**src/logic/selector_pkg.sv**
```systemverilog
// Purpose: shared constants and types for the redundant channel signal selector
// Assumes: channel values are unsigned, one per redundant protection channel
// Notes: reset values and range defaults are named here once
`default_nettype none
package selector_pkg;
  // ----------------------------------------------------------------
  // widths and defaults
  // ----------------------------------------------------------------
  localparam int VAL_W_DEF = 16;
  localparam int NUM_CH = 4;
  localparam logic [15:0] RANGE_LO_DEF = 16'h0000;
  localparam logic [15:0] RANGE_HI_DEF = 16'hFFFF;

  // ----------------------------------------------------------------
  // channel configurations
  // ----------------------------------------------------------------
  localparam logic [1:0] CFG_TWO = 2'h0;
  localparam logic [1:0] CFG_THREE = 2'h1;
  localparam logic [1:0] CFG_FOUR = 2'h2;
  localparam logic [3:0] EN_TWO = 4'h3;
  localparam logic [3:0] EN_THREE = 4'h7;
  localparam logic [3:0] EN_FOUR = 4'hF;

  // ----------------------------------------------------------------
  // selection modes
  // ----------------------------------------------------------------
  typedef enum logic [2:0] {
    MODE_MEDIAN3 = 3'b000,
    MODE_MEDIAN4 = 3'b001,
    MODE_AVG2 = 3'b010,
    MODE_SINGLE = 3'b011,
    MODE_OPERATOR = 3'b100,
    MODE_MANUAL = 3'b101
  } sel_mode_t;

  // ----------------------------------------------------------------
  // reset values
  // ----------------------------------------------------------------
  localparam sel_mode_t MODE_RST = MODE_MANUAL;
  localparam logic [3:0] GOOD_MASK_RST = 4'h0;
endpackage
`default_nettype wire

```
**src/logic/sort_if.sv**
```systemverilog
// Purpose: carries ranking keys to the sorter and sorted keys back
// Assumes: key msb set means the channel is excluded
// Notes: purely combinational carrier
`default_nettype none
interface sort_if #(parameter int KW = 17);
  logic [KW-1:0] key [4];
  logic [KW-1:0] srt [4];
  modport sorter (input key, output srt);
  modport user (output key, input srt);
endinterface
`default_nettype wire

```
**src/logic/signal_selector.sv**
```systemverilog
// Purpose: selects one control value from two to four redundant channels
// Assumes: inputs synchronous to clk_sys; quality and bypass flags per channel
// Notes: one cycle from inputs to registered outputs
//
// Operation
// - classify each input good or bad before selecting
// - four good inputs: output their median
// - any configured input bad: raise operator notification
// - two-input config, both good: pass the operator-chosen input
// - two-input config, both bad: hand loop to manual control
// - two-input config, one good: pass that input
// - three inputs all good: output the middle-ranked value
// - three inputs, one bad: output average of remaining two
// - three inputs, two bad: output the lone good input
// - three inputs all bad: manual control and operator alert
// - four inputs: bypassed or bad channel excluded, rest as three
// - four inputs, two bad: output average of the two good
// - four inputs, one good: output that value
// - four inputs all bad: manual control and operator alert
`default_nettype none
module signal_selector
  import selector_pkg::*;
#(
  parameter int VAL_W = VAL_W_DEF,
  parameter logic [VAL_W-1:0] RANGE_LO = RANGE_LO_DEF,
  parameter logic [VAL_W-1:0] RANGE_HI = RANGE_HI_DEF
) (
  // clock and reset
  input wire logic clk_sys,
  input wire logic sys_rst,
  // channel inputs
  input wire logic [NUM_CH-1:0][VAL_W-1:0] ch_value,
  input wire logic [NUM_CH-1:0] ch_quality_ok,
  input wire logic [NUM_CH-1:0] ch_bypass,
  // configuration and operator choice
  input wire logic [1:0] cfg_chan_count,
  input wire logic op_select,
  // control output
  output logic [VAL_W-1:0] ctrl_value_q,
  output logic ctrl_valid_q,
  output logic [2:0] sel_mode_q,
  // operator indications
  output logic manual_ctrl_q,
  output logic operator_alert_q,
  output logic bad_notify_q,
  output logic bad_event_q,
  output logic [NUM_CH-1:0] good_mask_q
);
  // ----------------------------------------------------------------
  // helpers
  // ----------------------------------------------------------------
  // carry bit kept so two full-scale codes cannot wrap the sum
  function automatic logic [VAL_W-1:0] avg2(input logic [VAL_W-1:0] a,
                                            input logic [VAL_W-1:0] b);
    logic [VAL_W:0] sum;
    sum = {1'b0, a} + {1'b0, b};
    avg2 = sum[VAL_W:1];
  endfunction

  function automatic logic [2:0] count4(input logic [3:0] m);
    count4 = {2'b00, m[0]} + {2'b00, m[1]} + {2'b00, m[2]} + {2'b00, m[3]};
  endfunction

  // ----------------------------------------------------------------
  // classification
  // ----------------------------------------------------------------
  wire logic two_cfg = (cfg_chan_count == CFG_TWO);
  wire logic [3:0] en_mask = two_cfg ? EN_TWO :
                             (cfg_chan_count == CFG_THREE) ? EN_THREE : EN_FOUR;
  // limitation: default limits accept every code; narrow them per loop
  logic [3:0] in_range;
  always_comb begin
    for (int i = 0; i < NUM_CH; i++) begin
      in_range[i] = (ch_value[i] >= RANGE_LO) && (ch_value[i] <= RANGE_HI);
    end
  end
  // bypassed channels drop out like failed ones
  wire logic [3:0] good = en_mask & ch_quality_ok & ~ch_bypass & in_range;
  wire logic [3:0] bad = en_mask & ~good;
  wire logic [2:0] n_good = count4(good);

  // ----------------------------------------------------------------
  // ranking
  // ----------------------------------------------------------------
  sort_if #(.KW(VAL_W + 1)) srt_bus ();
  // bad keys carry a set msb, so good values fill the low ranks
  assign srt_bus.key[0] = {~good[0], ch_value[0]};
  assign srt_bus.key[1] = {~good[1], ch_value[1]};
  assign srt_bus.key[2] = {~good[2], ch_value[2]};
  assign srt_bus.key[3] = {~good[3], ch_value[3]};

  rank_sorter #(.KW(VAL_W + 1)) u_sorter (
    .s(srt_bus.sorter)
  );

  wire logic [VAL_W-1:0] rank0 = srt_bus.srt[0][VAL_W-1:0];
  wire logic [VAL_W-1:0] rank1 = srt_bus.srt[1][VAL_W-1:0];
  wire logic [VAL_W-1:0] rank2 = srt_bus.srt[2][VAL_W-1:0];

  // ----------------------------------------------------------------
  // selection
  // ----------------------------------------------------------------
  // method keyed on the number of survivors, not on which ones survived
  sel_mode_t mode_d;
  logic [VAL_W-1:0] value_d;
  always_comb begin
    case (n_good)
      3'd0: mode_d = MODE_MANUAL;
      3'd1: mode_d = MODE_SINGLE;
      3'd2: mode_d = two_cfg ? MODE_OPERATOR : MODE_AVG2;
      3'd3: mode_d = MODE_MEDIAN3;
      3'd4: mode_d = MODE_MEDIAN4;
      default: mode_d = MODE_MANUAL;
    endcase
  end

  always_comb begin
    case (mode_d)
      MODE_MEDIAN4: value_d = avg2(rank1, rank2);
      MODE_MEDIAN3: value_d = rank1;
      MODE_AVG2: value_d = avg2(rank0, rank1);
      MODE_OPERATOR: value_d = op_select ? ch_value[1] : ch_value[0];
      MODE_SINGLE: value_d = rank0;
      // manual: last automatic value is held so the loop sees no step
      MODE_MANUAL: value_d = ctrl_value_q;
      default: value_d = ctrl_value_q;
    endcase
  end

  wire logic manual_d = (mode_d == MODE_MANUAL);
  // two-input loss hands over without the alert that three or four raise
  wire logic alert_d = manual_d && !two_cfg;
  wire logic notify_d = |bad;
  wire logic event_d = |(good_mask_q & bad);

  // ----------------------------------------------------------------
  // output registers
  // ----------------------------------------------------------------
  always_ff @(posedge clk_sys or posedge sys_rst) begin
    if (sys_rst) begin
      ctrl_value_q <= '0;
      ctrl_valid_q <= 1'b0;
      sel_mode_q <= MODE_RST;
      manual_ctrl_q <= 1'b1;
      operator_alert_q <= 1'b0;
      bad_notify_q <= 1'b0;
      bad_event_q <= 1'b0;
      good_mask_q <= GOOD_MASK_RST;
    end else begin
      ctrl_value_q <= value_d;
      ctrl_valid_q <= !manual_d;
      sel_mode_q <= mode_d;
      manual_ctrl_q <= manual_d;
      operator_alert_q <= alert_d;
      bad_notify_q <= notify_d;
      bad_event_q <= event_d;
      good_mask_q <= good;
    end
  end
endmodule
`default_nettype wire

```
**src/logic/rank_sorter.sv**
```systemverilog
// Purpose: ascending sort of four keys by a five-compare network
// Assumes: excluded channels carry a set msb so they sort to the top
// Notes: combinational; the caller registers the result
`default_nettype none
module rank_sorter #(
  parameter int KW = 17
) (
  // sort keys
  sort_if.sorter s
);
  // ----------------------------------------------------------------
  // compare helpers
  // ----------------------------------------------------------------
  function automatic logic [KW-1:0] kmin(input logic [KW-1:0] a, input logic [KW-1:0] b);
    kmin = (a < b) ? a : b;
  endfunction

  function automatic logic [KW-1:0] kmax(input logic [KW-1:0] a, input logic [KW-1:0] b);
    kmax = (a < b) ? b : a;
  endfunction

  // ----------------------------------------------------------------
  // network (0,1)(2,3)(0,2)(1,3)(1,2)
  // ----------------------------------------------------------------
  wire logic [KW-1:0] l01 = kmin(s.key[0], s.key[1]);
  wire logic [KW-1:0] h01 = kmax(s.key[0], s.key[1]);
  wire logic [KW-1:0] l23 = kmin(s.key[2], s.key[3]);
  wire logic [KW-1:0] h23 = kmax(s.key[2], s.key[3]);
  wire logic [KW-1:0] mid_a = kmax(l01, l23);
  wire logic [KW-1:0] mid_b = kmin(h01, h23);

  assign s.srt[0] = kmin(l01, l23);
  assign s.srt[1] = kmin(mid_a, mid_b);
  assign s.srt[2] = kmax(mid_a, mid_b);
  assign s.srt[3] = kmax(h01, h23);
endmodule
`default_nettype wire

```
**config.mk**
```make
export PLATFORM = sky130hd
export DESIGN_NAME = signal_selector
export DESIGN_NICKNAME = d
export VERILOG_FILES = /design/src/logic/selector_pkg.sv /design/src/logic/sort_if.sv /design/src/logic/signal_selector.sv /design/src/logic/rank_sorter.sv
export SDC_FILE = /design/constraint.sdc
export NUM_CORES = 1
export LEC_CHECK = 0
export ABC_AREA = 1
export BUFFER_PORTS_ARGS = -buffer_cell sky130_fd_sc_hd__buf_2
export CAP_MARGIN = 0
export CORE_MARGIN = 2
export CORE_UTILIZATION = 55
export CTS_BUF_LIST = sky130_fd_sc_hd__clkbuf_4 sky130_fd_sc_hd__clkbuf_8 sky130_fd_sc_hd__clkbuf_16
export DETAILED_ROUTE_END_ITERATION = 6
export GPL_ROUTABILITY_DRIVEN = 0
export HOLD_SLACK_MARGIN = 0.12
export PLACE_DENSITY = 0.86
export SETUP_SLACK_MARGIN = 0.5
export SYNTH_ARGS = -nofsm -noshare
export SYNTH_HDL_FRONTEND = slang
export SYNTH_HIERARCHICAL = 1
export SYNTH_SLANG_ARGS = --single-unit
```
**constraint.sdc**
```tcl
create_clock -name clk_sys -period 1.2 [get_ports clk_sys]
set_clock_uncertainty 0.05 [all_clocks]
set_input_delay 0.06 -clock clk_sys [delete_from_list [all_inputs] [get_ports clk_sys]]
set_output_delay 0.06 -clock clk_sys [all_outputs]
set_load 0.02 [all_outputs]
```
==> flow_summary.toml, run 1 <==
[outcome]
status = "stopped before the end"
failing_step = "4_1_cts"
error_message = "[ERROR DPL-0038] Utilization greater than 100%, impossible to legalize"

[placement]
placed_cell_area_um2 = 9690
post-dp-hpwl_um = 25800
port_buffers = 104

[cts]
root_buffer = "clkbuf_16"
postCtsSetupRepairBufs = 74
cts_buffer_depth = 2
cts_repair_resize_count = 244
cts_buffers = 3
cts_max_level = 1

[floorplan]
dieHeight_um = 112
die_x_um = 112
start_util_pct = 56.5
rows = 39
io-pin-count = 105

[synthesis]
synth_nets = 1241
ys_warn_count = 6
syn_area_um2 = 6450
syn_area_per_cell_um2 = 6.05
synth_cells = 1066
-- stage by stage --
step | setup TNS (ns) | std cells | setup WS, ns | util, %
floorplan | -84.41 | 1066 | -5.18 | -
global placement | -92.51 | 1592 | -5.48 | 84.9
detailed placement | -101.49 | 1592 | -6.12 | 84.9
==> inputs of run 2 (changes only) <==
--- a/config.mk
+++ b/config.mk
@@ -9,13 +9,10 @@
 export BUFFER_PORTS_ARGS = -buffer_cell sky130_fd_sc_hd__buf_2
 export CAP_MARGIN = 0
 export CORE_MARGIN = 2
-export CORE_UTILIZATION = 55
-export CTS_BUF_LIST = sky130_fd_sc_hd__clkbuf_4 sky130_fd_sc_hd__clkbuf_8 sky130_fd_sc_hd__clkbuf_16
+export CORE_UTILIZATION = 40
 export DETAILED_ROUTE_END_ITERATION = 6
 export GPL_ROUTABILITY_DRIVEN = 0
-export HOLD_SLACK_MARGIN = 0.12
-export PLACE_DENSITY = 0.86
-export SETUP_SLACK_MARGIN = 0.5
+export PLACE_DENSITY_LB_ADDON = 0.15
 export SYNTH_ARGS = -nofsm -noshare
 export SYNTH_HDL_FRONTEND = slang
 export SYNTH_HIERARCHICAL = 1
==> flow_summary.toml, run 2 <==
[outcome]
status = "complete, but fails checks"
violations = "DRC, setup timing"

[layout]
multi_input_area_um2 = 6420
top_regs = "ctrl_value_q: 16 flops, good_mask_q: 4 flops, sel_mode_q: 3 flops"
fin_cells = 1777
nNetsFinal = 1737
largest_register = "ctrl_value_q"
nFillCells = 1100
final_common_cell = "buf_4"
drive_gt1_share_pct = 50.4
layout_common_cells = "buf_4 (372), nand2_1 (262), buf_2 (103)"
antenna_cells = 0
syn_to_final_growth_pct = 86.3
regArea_um2 = 704
largest_reg_flops = 16

[timing]
finalHoldViolations = 0
finalWorstSetupSlack_ns = -5.59
rsz0062_at_grt = "true"
timing.fmax_mhz = 147
fin_hold_ws_ns = 0.0366
drv_slew = 0
relSlewSlack_pct = 55.4
setup_violations = 22
tightest_slew_ns = 0.662
layout_min_cycle_time_ns = 6.79
finalCritPeriodShare_pct = 565

[critical_path]
crit_slowest_cell = "o21ai_0"
cpMostUsedCell = "inv_1"
required_ns = 1.36
cp_top_family = "compound AO/OA/AOI/OAI gates"
arrival_ns = 6.95
cp_slowest_stage_delay_ns = 0.51
critPathLaunchType = "primary input"
path_class = "in -> reg"
cp-end-kind = "flip-flop"
critPathBufInv = 14
crit_path_max_fanout = 19

[detailed_routing]
via_per_inst = 5.55
wl_per_cell_um = 18.5
dr.pass1.iters = 7
detail-route-antenna-nets = 0
drc = 1
totalWireLength_um = 32900
drt_iter0_drc = 1112
vias = 9862

[floorplan]
die_x_um = 131
core_um2 = 15800
dieArea_um2 = 17200
io-pin-count = 105
rows = 46
start_util_pct = 40.8
dieHeight_um = 131

[synthesis]
syn_area_um2 = 6450
synth_nets = 1241
synth_cells = 1066
syn_area_per_cell_um2 = 6.05
ys_warn_count = 6

[grt]
grt_pass1_vias = 8903
grt_pass1_wl_um = 43700
grt_max_degree = 33
antenna_found_initial = 1
track_usage_pct = 33.0
overflow = 0

[power]
powerDensity_nw_per_um2 = 3490
peakVddDrop_mv = 2.89
power.leakage_uw = 0.00631
fin_total_pwr_uw = 42000

[job]
drv_cap = 0

[cts]
root_buffer = "clkbuf_16"
clk_latency_ns = 0.27
cts_tree = "built"
cts_buffer_depth = 2
cts_max_level = 1
cts_num_sinks = 28
cts_buffers = 3
clk_pin_slew_ns = 0.07

[placement]
dp.cells = 1679
pre_cts_ws_ns = -5.95
post-dp-hpwl_um = 22100
port_buffers = 104

[hold_path]
worst_hold_path_type = "in -> reg"
[run 2: through the flow]
stage,area [um^2],utilization (%),TNS (ns)
2_1_floorplan,6830,-,-84.41
3_3_place_gp,9900,62.5,-97.04
3_5_place_dp,9900,62.5,-99.55
4_1_cts,11100,70.2,-84.19
5_1_grt,12000,75.9,-95.15
6_report,12000,75.9,-91.69
[run 2: power by group]
group	total (uW)	internal, uW	leakage [uW]	switching (uW)
logic	39500	19200	0.00593	20300
clock network	993	665	0.0000511	328
registers	1460	1310	0.000327	150
total	42000	21200	0.00631	20800
[run 2: metal layers]
metal,track usage (%),up-vias,wire (um)
met5,0,-,0
met4,15.7,0,2420
met3,6.19,231,3160
met2,58.1,596,15100
met1,38.4,4473,12300
li1,-,4562,-
[run 2: layout make-up]
| cell class | instances | area share (%) |
|---|---|---|
| Tap cell | 216 | 2.25 |
| Clock inverter | 1 | 0.250 |
| Clock buffer | 3 | 0.625 |
| Multi-Input combinational cell | 886 | 53.4 |
| Sequential cell | 28 | 5.86 |
| Timing Repair Buffer | 526 | 33.8 |
| Inverter | 117 | 3.82 |
[run 2: final timing paths]
check / start / to / slack [ns] / depth (start not counted)
min reg2reg: ctrl_value_q[7]$_DFFE_PP0P_ / ctrl_value_q[7]$_DFFE_PP0P_ / 0.42 / 2
max reg2reg: good_mask_q[0]$_DFF_PP0_ / bad_event_q$_DFF_PP0_ / 0.40 / 2
max: ch_quality_ok[1] / ctrl_value_q[15]$_DFFE_PP0P_ / -5.59 / 45
max in group asynchronous: sys_rst / manual_ctrl_q$_DFF_PP1_ / 0.46 / 4
min: ch_bypass[1] / good_mask_q[1]$_DFF_PP0_ / 0.04 / 3
min in group asynchronous: sys_rst / bad_notify_q$_DFF_PP0_ / 0.35 / 4
[run 2: repair_timing]
| item | 4_1_cts | 5_1_grt |
|---|---|---|
| gates cloned | 12 | 3 |
| resized for setup | 119 | 147 |
| setup endpoints to repair | 22 | 22 |
| buffers inserted | 57 | 26 |
| hold buffers | 1 | 0 |
| hold endpoints to repair | 25 | 0 |
| pin swaps | 83 | 78 |
[run 2: worst register-to-register path, cell delays in order (launching register included)]
cell,delay (ns)
dfrtp_1,0.38
a22oi_1,0.16
nand3_1,0.09
(Power assumes the default switching activity.)
==> inputs of run 3 (changes only) <==
--- a/config.mk
+++ b/config.mk
@@ -9,7 +9,7 @@
 export BUFFER_PORTS_ARGS = -buffer_cell sky130_fd_sc_hd__buf_2
 export CAP_MARGIN = 0
 export CORE_MARGIN = 2
-export CORE_UTILIZATION = 40
+export CORE_UTILIZATION = 64
 export DETAILED_ROUTE_END_ITERATION = 6
 export GPL_ROUTABILITY_DRIVEN = 0
 export PLACE_DENSITY_LB_ADDON = 0.15
==> flow_summary.toml, run 3 <==
[synthesis]
synth_cells = 1066
synth_nets = 1241
syn_area_um2 = 6450
syn_area_per_cell_um2 = 6.05
ys_warn_count = 6

[placement]
post-dp-hpwl_um = 33600
port_buffers = 104

[outcome]
error_message = "[ERROR DPL-0033] detailed placement checks failed during check placement."
status = "stopped before the end"
failing_step = "3_5_place_dp"

[floorplan]
io-pin-count = 105
die_x_um = 104
rows = 36
start_util_pct = 66.0
dieHeight_um = 104
[run 3: stage by stage]
stage                   hold WS (ns)  setup slack, ns
after global placement        0.0774            -5.41
after floorplan               0.0732            -5.18
